File: src/rtl/pts_pkg.sv
/*
  Constants, types and decode helpers for the PDO transmission scheduler.
  Assumes a 100 MHz system clock and a frame-level CAN controller on the
  same clock.
*/
//
// Contract
// Event-driven TPDO sent on input change
// Event timer resends; events restart it
// RPDO event timer acts as watchdog
// Decode 8-bit transmission type ranges
// Transmission type held per PDO set
// Type 0 RPDO applied at next SYNC
// Type 0 TPDO sampled at SYNC, event-gated
// Types 1-240 send every nth SYNC
// RPDO types 0-240 valid at next SYNC
// Missing SYNC drives outputs to error
// Type 252 latches at SYNC, RTR only
// Type 253 continuous update, RTR only
// Types 254/255 send on events
// Inhibit time spaces successive transmissions
// First change immediate, later ones held
// Event timer held per TPDO set
// SYNC is zero-byte high-priority frame
// Remote request passed to application
// Mapping count stored in entry zero
// Digital default mapping in physical order
// Drive mapping: word then value
// Identifier bits 0-10; bit 31 disables
// Payload at most eight bytes
// Reserved type writes rejected
// Zero timer setting disables it
package pts_pkg;

  // ****************************************************************
  // Frame layout and identifiers
  // ****************************************************************
  localparam logic [10:0] SYNC_COB_ID = 11'h080;  // Default SYNC identifier
  localparam int          ID_MSB      = 10;       // Top bit of 11-bit id
  localparam int          ID_OFF_BIT  = 31;       // PDO switched off
  localparam logic [3:0]  MAX_BYTES   = 4'h8;     // One CAN frame
  localparam logic [3:0]  DRIVE_BYTES = 4'h4;     // Word plus value
  localparam logic [3:0]  SYNC_DLC    = 4'h0;     // SYNC has no data

  // ****************************************************************
  // Transmission type codes
  // ****************************************************************
  localparam logic [7:0] TT_ACYC     = 8'h00;  // Acyclic synchronous
  localparam logic [7:0] TT_CYC_MAX  = 8'hf0;  // 240
  localparam logic [7:0] TT_SYNC_RTR = 8'hfc;  // 252
  localparam logic [7:0] TT_ASYN_RTR = 8'hfd;  // 253
  localparam logic [7:0] TT_MFR_EVT  = 8'hfe;  // 254
  localparam logic [7:0] TT_RESET    = 8'hff;  // 255 after reset

  // ****************************************************************
  // Timing
  // ****************************************************************
  localparam int CLK_PERIOD_NS = 10;    // 100 MHz
  localparam int TICK_NS       = 1000;  // Timer base of 1 us
  localparam int TICK_CYCLES   = TICK_NS / CLK_PERIOD_NS;
  localparam int INHIBIT_US    = 100;   // Inhibit unit
  localparam int EVTMR_US      = 1000;  // Event timer unit (ms)

  // Decoded transmission class
  typedef enum logic [4:0] {
    PTS_ACYC  = 5'b00001,
    PTS_CYC   = 5'b00010,
    PTS_SRTR  = 5'b00100,
    PTS_ARTR  = 5'b01000,
    PTS_ASYNC = 5'b10000
  } pts_tt_t;

  // CAN frame as exchanged with the controller
  typedef struct packed {
    logic        valid;
    logic        rtr;
    logic [10:0] id;
    logic [3:0]  dlc;
    logic [63:0] data;
  } pts_frame_t;

  // Values 241..251 are not usable
  function automatic logic pts_reserved(input logic [7:0] tt);
    return (tt > TT_CYC_MAX) && (tt < TT_SYNC_RTR);
  endfunction : pts_reserved

  // Class of a stored (never reserved) type
  function automatic pts_tt_t pts_decode(input logic [7:0] tt);
    if (tt == TT_ACYC) return PTS_ACYC;
    if (tt <= TT_CYC_MAX) return PTS_CYC;
    if (tt == TT_SYNC_RTR) return PTS_SRTR;
    if (tt == TT_ASYN_RTR) return PTS_ARTR;
    return PTS_ASYNC;
  endfunction : pts_decode

endpackage : pts_pkg

File: src/rtl/pts_scheduler.sv
/*
  PDO transmission scheduler: one transmit PDO and one receive PDO.
  Assumes the CAN controller hands over whole frames on this clock,
  and that the application input bus is synchronous to it.
*/
`timescale 1ns/1ns
module pts_scheduler
  import pts_pkg::*;
(
  // Clock and reset
  input  wire logic        ref_clk,
  input  wire logic        rstn,
  // Transmit PDO configuration
  input  wire logic [31:0] txCommId,
  input  wire logic        txTypeWr,
  input  wire logic [7:0]  txTypeIn,
  input  wire logic [15:0] txInhibit,
  input  wire logic [15:0] txEventTimer,
  input  wire logic        txMapWr,
  input  wire logic [3:0]  txMapCountIn,
  input  wire logic        driveMap,
  // Receive PDO and SYNC configuration
  input  wire logic [31:0] rxCommId,
  input  wire logic        rxTypeWr,
  input  wire logic [7:0]  rxTypeIn,
  input  wire logic [15:0] rxEventTimer,
  input  wire logic [31:0] syncPeriodUs,
  // Application side
  input  wire logic [63:0] appInput,
  input  wire logic        appEvent,
  // CAN controller side
  input  wire pts_frame_t  canRx,
  input  wire logic        txAck,
  output pts_frame_t       canTx,
  // Application outputs
  output logic             rtrToApp,
  output logic [63:0]      outData,
  output logic             outUpdate,
  output logic             rxTimeoutErr,
  output logic             syncLossErr,
  // Configuration readback
  output logic [7:0]       txTypeReg,
  output logic [7:0]       rxTypeReg,
  output logic [3:0]       txMapCount
);

  // ****************************************************************
  // Microsecond tick
  // ****************************************************************
  logic [7:0] tickCnt_reg, tickCnt_next;  // Prescaler
  logic       tick_reg, tick_next;        // Shared timer step

  // Prescaler next value
  always_comb begin
    tick_next    = (tickCnt_reg == 8'(TICK_CYCLES - 1));
    tickCnt_next = tick_next ? 8'h00 : tickCnt_reg + 8'h01;
  end

  // Prescaler registers
  always_ff @(posedge ref_clk or negedge rstn) begin
    if (!rstn) begin
      tickCnt_reg <= 8'h00;
      tick_reg    <= 1'b0;
    end else begin
      tickCnt_reg <= tickCnt_next;
      tick_reg    <= tick_next;
    end
  end

  // ****************************************************************
  // Frame classification
  // ****************************************************************
  logic    syncRx;   // Valid SYNC seen
  logic    txOn;     // Transmit PDO active
  logic    rxOn;     // Receive PDO active
  logic    rtrHit;   // Remote request for our PDO
  logic    rxHit;    // Data for our receive PDO
  pts_tt_t txMode;   // Decoded transmit class
  pts_tt_t rxMode;   // Decoded receive class

  // Zero-byte frame on the SYNC id
  assign syncRx = canRx.valid && !canRx.rtr && canRx.id == SYNC_COB_ID && canRx.dlc == SYNC_DLC;
  assign txOn   = !txCommId[ID_OFF_BIT];
  assign rxOn   = !rxCommId[ID_OFF_BIT];
  assign rtrHit = txOn && canRx.valid && canRx.rtr && canRx.id == txCommId[ID_MSB:0];
  // Oversized frames ignored
  assign rxHit  = rxOn && canRx.valid && !canRx.rtr && canRx.id == rxCommId[ID_MSB:0]
                  && canRx.dlc <= MAX_BYTES;
  assign txMode = pts_decode(txTypeReg);
  assign rxMode = pts_decode(rxTypeReg);

  // ****************************************************************
  // Timers
  // ****************************************************************
  logic        fire;                  // Transmission launched now
  logic        inhRun, inhExp;        // Inhibit filter
  logic        evtExp;                // Transmit event timer expiry
  logic        wdExp;                 // Receive watchdog expiry
  logic        syncExp;               // SYNC period watchdog expiry
  logic [31:0] inhLoad, evtLoad, wdLoad;

  assign inhLoad = 32'(txInhibit) * 32'(INHIBIT_US);
  assign evtLoad = 32'(txEventTimer) * 32'(EVTMR_US);
  assign wdLoad  = 32'(rxEventTimer) * 32'(EVTMR_US);

  // Inhibit restarts on every send
  pts_timer #(.W(32)) uInhibit (
    .ref_clk(ref_clk), .rstn(rstn), .tick(tick_reg), .restart(fire),
    .load(inhLoad), .expired(inhExp), .running(inhRun));

  // Event timer restarts on every send or reconfiguration
  pts_timer #(.W(32)) uEvent (
    .ref_clk(ref_clk), .rstn(rstn), .tick(tick_reg), .restart(fire || txTypeWr),
    .load(evtLoad), .expired(evtExp), .running());

  // Receive watchdog rearmed by each arrival
  pts_timer #(.W(32)) uWatchdog (
    .ref_clk(ref_clk), .rstn(rstn), .tick(tick_reg), .restart(rxHit || rxTypeWr),
    .load(wdLoad), .expired(wdExp), .running());

  // SYNC supervision, zero period means off
  pts_timer #(.W(32)) uSyncWd (
    .ref_clk(ref_clk), .rstn(rstn), .tick(tick_reg), .restart(syncRx),
    .load(syncPeriodUs), .expired(syncExp), .running());

  // ****************************************************************
  // Transmit scheduling
  // ****************************************************************
  logic [63:0] prevIn_reg, prevIn_next;  // Last seen input
  logic [63:0] snap_reg, snap_next;      // Data for next frame
  logic        pend_reg, pend_next;      // Event since last send
  logic        want_reg, want_next;      // Send requested
  logic [7:0]  syncCnt_reg, syncCnt_next;
  logic        rtr_reg, rtr_next;
  logic [3:0]  map_reg, map_next;
  logic [7:0]  txType_next;
  pts_frame_t  tx_reg, tx_next;
  logic        change, evt;
  logic [63:0] payload;
  logic [3:0]  dlc;

  assign change = (appInput != prevIn_reg);
  // 254 uses the application's own event, 255 an input change
  assign evt    = (txTypeReg == TT_MFR_EVT) ? appEvent : change;
  // Held requests wait out the inhibit time
  assign fire   = want_reg && txOn && !inhRun && !tx_reg.valid;
  // Drive layout: status word then actual value
  assign payload = driveMap ? {32'h0, snap_reg[31:16], snap_reg[15:0]} : snap_reg;
  assign dlc     = driveMap ? DRIVE_BYTES : map_reg;

  // Transmit next-state
  always_comb begin
    prevIn_next  = appInput;
    snap_next    = snap_reg;
    pend_next    = pend_reg;
    want_next    = want_reg;
    syncCnt_next = syncCnt_reg;
    rtr_next     = rtrHit;  // Forward remote request
    map_next     = map_reg;
    txType_next  = txTypeReg;
    tx_next      = tx_reg;
    // Reserved codes leave the old type
    if (txTypeWr && !pts_reserved(txTypeIn)) begin
      txType_next = txTypeIn;
    end
    // Count of mapped objects, at most one frame
    if (txMapWr && txMapCountIn <= MAX_BYTES) begin
      map_next = txMapCountIn;
    end
    if (txAck) begin
      tx_next.valid = 1'b0;
    end
    if (fire) begin
      tx_next   = '{valid: 1'b1, rtr: 1'b0, id: txCommId[ID_MSB:0], dlc: dlc, data: payload};
      want_next = 1'b0;
      pend_next = 1'b0;
    end
    unique case (txMode)
      PTS_ACYC: begin
        // Sample at SYNC, send only after an event
        if (syncRx) begin
          snap_next = appInput;
          if (pend_reg) want_next = 1'b1;
        end
      end
      PTS_CYC: begin
        // Every nth SYNC
        if (syncRx) begin
          snap_next = appInput;
          if (syncCnt_reg + 8'h01 >= txTypeReg) begin
            syncCnt_next = 8'h00;
            want_next    = 1'b1;
          end else begin
            syncCnt_next = syncCnt_reg + 8'h01;
          end
        end
      end
      PTS_SRTR: begin
        // Latch on SYNC, send only when asked
        if (syncRx) snap_next = appInput;
        if (rtrHit) want_next = 1'b1;
      end
      PTS_ARTR: begin
        // Continuous update, send only when asked
        snap_next = appInput;
        if (rtrHit) want_next = 1'b1;
      end
      PTS_ASYNC: begin
        // Send on event at once or on timer expiry
        snap_next = appInput;
        if (evt || evtExp) want_next = 1'b1;
      end
    endcase
    // A change in the send cycle is kept
    if (change) pend_next = 1'b1;
  end

  // Transmit registers
  always_ff @(posedge ref_clk or negedge rstn) begin
    if (!rstn) begin
      prevIn_reg  <= 64'h0;
      snap_reg    <= 64'h0;
      pend_reg    <= 1'b0;
      want_reg    <= 1'b0;
      syncCnt_reg <= 8'h00;
      rtr_reg     <= 1'b0;
      map_reg     <= MAX_BYTES;
      txTypeReg   <= TT_RESET;
      tx_reg      <= '0;
    end else begin
      prevIn_reg  <= prevIn_next;
      snap_reg    <= snap_next;
      pend_reg    <= pend_next;
      want_reg    <= want_next;
      syncCnt_reg <= syncCnt_next;
      rtr_reg     <= rtr_next;
      map_reg     <= map_next;
      txTypeReg   <= txType_next;
      tx_reg      <= tx_next;
    end
  end

  assign canTx      = tx_reg;
  assign rtrToApp   = rtr_reg;
  assign txMapCount = map_reg;

  // ****************************************************************
  // Receive handling
  // ****************************************************************
  logic [63:0] buf_reg, buf_next;    // Held until SYNC
  logic        bufV_reg, bufV_next;  // Held data valid
  logic [63:0] out_reg, out_next;
  logic        upd_reg, upd_next;
  logic        tmo_reg, tmo_next;
  logic        sle_reg, sle_next;
  logic [7:0]  rxType_next;
  logic        rxSyncType;

  // All types up to 240 wait for SYNC
  assign rxSyncType = (rxMode == PTS_ACYC) || (rxMode == PTS_CYC);

  // Receive next-state
  always_comb begin
    buf_next    = buf_reg;
    bufV_next   = bufV_reg;
    out_next    = out_reg;
    upd_next    = 1'b0;
    tmo_next    = tmo_reg;
    sle_next    = sle_reg;
    rxType_next = rxTypeReg;
    if (rxTypeWr && !pts_reserved(rxTypeIn)) begin
      rxType_next = rxTypeIn;
    end
    if (syncRx) begin
      sle_next = 1'b0;
      // Apply held data at SYNC
      if (bufV_reg) begin
        out_next  = buf_reg;
        upd_next  = 1'b1;
        bufV_next = 1'b0;
      end
    end
    if (rxHit) begin
      tmo_next = 1'b0;
      if (rxSyncType) begin
        buf_next  = canRx.data;
        bufV_next = 1'b1;
      end else begin
        out_next = canRx.data;
        upd_next = 1'b1;
      end
    end
    // Watchdog error wins over a clearing arrival
    if (wdExp) tmo_next = 1'b1;
    // Lost SYNC forces outputs to the error state
    if (syncExp) begin
      sle_next = 1'b1;
      out_next = 64'h0;
      upd_next = 1'b1;
    end
  end

  // Receive registers
  always_ff @(posedge ref_clk or negedge rstn) begin
    if (!rstn) begin
      buf_reg   <= 64'h0;
      bufV_reg  <= 1'b0;
      out_reg   <= 64'h0;
      upd_reg   <= 1'b0;
      tmo_reg   <= 1'b0;
      sle_reg   <= 1'b0;
      rxTypeReg <= TT_RESET;
    end else begin
      buf_reg   <= buf_next;
      bufV_reg  <= bufV_next;
      out_reg   <= out_next;
      upd_reg   <= upd_next;
      tmo_reg   <= tmo_next;
      sle_reg   <= sle_next;
      rxTypeReg <= rxType_next;
    end
  end

  assign outData      = out_reg;
  assign outUpdate    = upd_reg;
  assign rxTimeoutErr = tmo_reg;
  assign syncLossErr  = sle_reg;
endmodule : pts_scheduler

File: src/rtl/pts_timer.sv
/*
  Reloadable one-shot down counter stepped by a microsecond tick.
  Assumes tick is a one-cycle pulse on the same clock.
*/
`timescale 1ns/1ns
module pts_timer
  import pts_pkg::*;
#(
  parameter int W = 32  // Counter width
) (
  // Clock and reset
  input  wire logic         ref_clk,
  input  wire logic         rstn,
  // Control
  input  wire logic         tick,
  input  wire logic         restart,
  input  wire logic [W-1:0] load,
  // Status
  output logic              expired,
  output logic              running
);

  // ****************************************************************
  // Counter state
  // ****************************************************************
  logic [W-1:0] cnt_reg, cnt_next;  // Remaining ticks
  logic         run_reg, run_next;  // Armed
  logic         exp_reg, exp_next;  // Expiry pulse

  // Next-state of the counter
  always_comb begin
    cnt_next = cnt_reg;
    run_next = run_reg;
    exp_next = 1'b0;
    if (restart) begin
      // Zero load leaves the timer off
      cnt_next = load;
      run_next = (load != '0);
    end else if (run_reg && tick) begin
      if (cnt_reg <= W'(1)) begin
        exp_next = 1'b1;
        run_next = 1'b0;
      end else begin
        cnt_next = cnt_reg - W'(1);
      end
    end
  end

  // Registers only
  always_ff @(posedge ref_clk or negedge rstn) begin
    if (!rstn) begin
      cnt_reg <= '0;
      run_reg <= 1'b0;
      exp_reg <= 1'b0;
    end else begin
      cnt_reg <= cnt_next;
      run_reg <= run_next;
      exp_reg <= exp_next;
    end
  end

  assign expired = exp_reg;
  assign running = run_reg;

endmodule : pts_timer

File: config.mk
export PLATFORM = sky130hd
export DESIGN_NAME = pts_scheduler
export DESIGN_NICKNAME = d
export VERILOG_FILES = /design/src/rtl/pts_pkg.sv /design/src/rtl/pts_scheduler.sv /design/src/rtl/pts_timer.sv
export SDC_FILE = /design/constraint.sdc
export NUM_CORES = 1
export LEC_CHECK = 0
export ABC_AREA = 1
export BUFFER_PORTS_ARGS = -buffer_cell sky130_fd_sc_hd__buf_4
export CAP_MARGIN = 20
export CELL_PAD_IN_SITES_DETAIL_PLACEMENT = 1
export CELL_PAD_IN_SITES_GLOBAL_PLACEMENT = 2
export CORE_ASPECT_RATIO = 1.75
export CORE_MARGIN = 2
export CORE_UTILIZATION = 34
export DETAILED_ROUTE_END_ITERATION = 7
export GPL_ROUTABILITY_DRIVEN = 1
export PLACE_DENSITY = 0.8
export SLEW_MARGIN = 40
export SYNTH_ARGS = -nofsm -noshare
export SYNTH_HDL_FRONTEND = slang
export SYNTH_SLANG_ARGS = --single-unit
File: constraint.sdc
create_clock -name ref_clk -period 2.72 [get_ports ref_clk]
set_input_delay 0.136 -clock ref_clk [delete_from_list [all_inputs] [get_ports ref_clk]]
set_output_delay 0.136 -clock ref_clk [all_outputs]
set_load 0.005 [all_outputs]
==> flow_summary.ini <==
[logic_synthesis]
syn_area_per_cell_um2 = 7.98
synth_seq_area_share_pct = 38.6
yosys_warnings = 0
synth_edf_count = 0
synth_area_um2 = 33500
synth_cell_types = 62
synth_async_sr_flop_share_pct = 100
syn_inst = 4191
synth_flop_cell = dfrtp_1
yosys_register_bits = 515
synthesis.nets = 4807

[clocking]
cts.sinks = 515
clk_pin_slew_ps = 70
cts_buffers = 56
cts_tree = done
cts.htree.levels = 2
cts_root_buf = clkbuf_16
cts_buffer_depth = 3
worstSkewPairLatency_ps = 650

[floorplan]
dieWidth_um = 241
die-area_um2 = 101000
io_pins = 486
fp.dieH_um = 419
initial_core_util_pct = 34.2
coreArea_um2 = 97800
placementRows = 152

[placement]
hpwl_mm = 90.8
gp_congestion = 0.838
place_ws_ps = -1580
io_buffer_count = 444

[worst_hold_path]
hold_end = uInhibit.cnt_reg[3]$_DFFE_PN0P_
worstHoldStart = txInhibit[1]
min_path_type = in2reg
min_path_cells = 5

[finish]
largest_reg_flops = 80
nNetsFinal = 5761
layout-drive-gt1-share_pct = 26.1
synthToLayoutAreaGrowth_pct = 40.0

[routing]
wl_per_cell_um = 18.5
via_per_inst = 4.86
wl_met1_mm = 42.7
drtIter0Drc = 1112
wl_met2_mm = 69.1
dr.pass1.iters = 4
route.met3.wl_mm = 4.25
dr.max_layer_used = met5
routed-via-count = 31654
antenna_left = 0
routed_wl_mm = 120
drcViolationCount = 0

[critical_path]
r2r_setup_slack_ps = 170
crit_path_max_incr_delay_ps = 570
rr_worst_depth = 8
path_depth = 21
crit_fanout = 5
arrival_ps = 3900
crit_slowest_cell = fa_1
start_kind = input pin
path_cells = buf_6, fa_1, inv_1, fa_1, fa_2, fa_1, inv_2, ha_4, nand2_4, nor2_4, buf_6, nand2_2, nand3b_1, nand3_1, nand2_1, nand2_2, nand3_2, nor2_1, nand2_1, nand2_1, nand2_1
rr_endpoint = outData[47]$_DFF_PN0_
crit_type = in2reg
cp_common_cell = nand2_1
end_kind = register
r2r-start = rxTypeReg[0]$_DFFE_PN1P_
cp_data_required_time_ps = 3230
path_buf_inv = 4
cp_top_family = adder cells

[run]
drv_cap = 0

[sta]
drv_slew = 0
skew_ps = 23.5
fin_tns_setup_ps = -14410
setup_violations = 35
worst_pin_slew_ps = 779
slew_headroom_pct = 47.6
final_hold_viol_count = 0
period_needed_ps = 3390
whs_ps = 69.6
setup_slack_ps = -674
rsz0062_at_grt = yes
period_share_pct = 125
fmax_ghz = 0.295

[global_routing]
antenna_found_initial = 9
grtUsageTotal_pct = 23.8
grt_pass1_wl_mm = 189
grt.overflow.total = 0
grt_pass1_vias = 35319
grt_max_degree = 156

[pwr]
p_total_w = 0.0376
p_leak_nw = 23.0
irDropWorstVdd_v = 0.000586
power.density_nw_per_um2 = 802

[run_status]
status = finished, violations left
violations = setup timing
==> worst register-to-register path, stage by stage (launching register included) <==
cell	delay, ps
dfstp_2	570
nor4_2	100
nor2_1	150
nand3_1	120
buf_4	210
nor2_4	620
buf_4	410
nand3_1	140
o21ai_0	130
==> synth_stat cells, drive strengths merged (7+ instances only) <==
cell      n  area share [%]
o31ai     7            0.16
nand3b   15            0.34
xor2     86             2.3
o22ai    10            0.19
nand4    64             1.2
or2       8            0.15
xnor2    95             2.5
ha      180             6.7
and2     23            0.43
nor3     54            0.88
o21ai   356             5.3
o211ai   24            0.55
inv     612             6.9
a21oi   145             2.2
nor4     42            0.87
buf      61             1.2
nand3   261             3.9
nor2    409             4.7
mux2     36             1.2
fa      119             7.1
clkbuf   60            0.67
nand2   977              11
dfstp    17             1.3
dfrtp   498              37
==> cells by family (layout without fill, tap and decap cells) <==
kind of cell,after synthesis,after routing,share of synthesized area [%]
simple gates,1858,1858,23.8
buf+inv,736,1738,8.75
compound gates,565,565,9.00
flops,515,515,38.6
fa+ha+maj,299,299,13.9
xor+xnor,181,181,4.74
mux,36,36,1.21
other cells,1,7,0.0112
==> cells in the final DEF, fill, tap and decap left out, types with 16 or more instances in the layout <==
master and count:
xor2_1 83, dfstp_2 17, mux2_2 36, and2_1 22, nor4_1 38, nand2_1 844, inv_1 545, clkbuf_16 56
nand2_2 92, clkinvlp_4 28, nand2_4 41, fa_2 20, nand4_1 63, inv_2 48, a21oi_1 120, nand3_2 20
nor3_1 46, ha_1 149, xnor2_1 88, o211ai_1 23, buf_4 729, nor2_1 351, nor2_2 32, nand3_1 229
buf_12 19, a21oi_2 16, ha_4 31, nor2_4 25, buf_6 35, dlygate4sd3_1 227, o21ai_0 291, o21ai_1 55
fa_1 99, dfrtp_1 498
==> metal layers <==
metal  GRT usage [%]  vias up
met4            7.83        6
met3            2.82      195
met2            48.8      549
met1            24.0    15623
li1                -    15281
met5               0        -
==> how the worst max path moves through the flow <==
stage,from,endpoint,slack [ps]
2_1_floorplan,rxEventTimer[10],uWatchdog.running$_DFFE_PN0P_,-950
3_3_place_gp,txEventTimer[10],uEvent.running$_DFFE_PN0P_,-1500
3_5_place_dp,txEventTimer[10],uEvent.running$_DFFE_PN0P_,-1580
4_1_cts,txEventTimer[7],uEvent.running$_DFFE_PN0P_,-650
5_1_grt,rxEventTimer[0],uWatchdog.running$_DFFE_PN0P_,-860
6_report,rxEventTimer[0],uWatchdog.running$_DFFE_PN0P_,-670
==> where the power goes <==
part | switching (W) | leakage [nW] | total [W] | internal [W]
sequential | 0.000551 | 6.24 | 0.00901 | 0.00846
clock | 0.00365 | 0.911 | 0.00804 | 0.00439
combinational | 0.0108 | 15.8 | 0.0205 | 0.00976
total | 0.0150 | 23.0 | 0.0376 | 0.0226
==> cell type report <==
class	instances	area (um^2)
inverter	615	2380
multi-input combinational	2940	19300
clock inverter	42	443
tap	1309	1640
timing repair buffer	1017	8620
antenna	6	15.0
fill	11688	50900
clock buffer	64	1480
sequential	515	12900
==> through the flow <==
stage / std cells / area (um^2) / util, %
3_5_place_dp: 6129 / 41100 / 42.0
4_1_cts: 6480 / 46000 / 47.0
3_3_place_gp: 6129 / 41100 / 42.0
6_report: 6508 / 46800 / 47.9
2_1_floorplan: 4191 / 34100 / -
5_1_grt: 6507 / 46800 / 47.9
==> what timing repair did <==
action | CTS | global route
hold buffers | 227 | 0
setup endpoints to repair | 36 | 60
buffers inserted | 25 | 25
endpoints found under the hold margin | 483 | 0
pin swaps | 106 | 93
gates resized for setup | 159 | 172
Note: power is estimated with default switching activity, not from simulation.
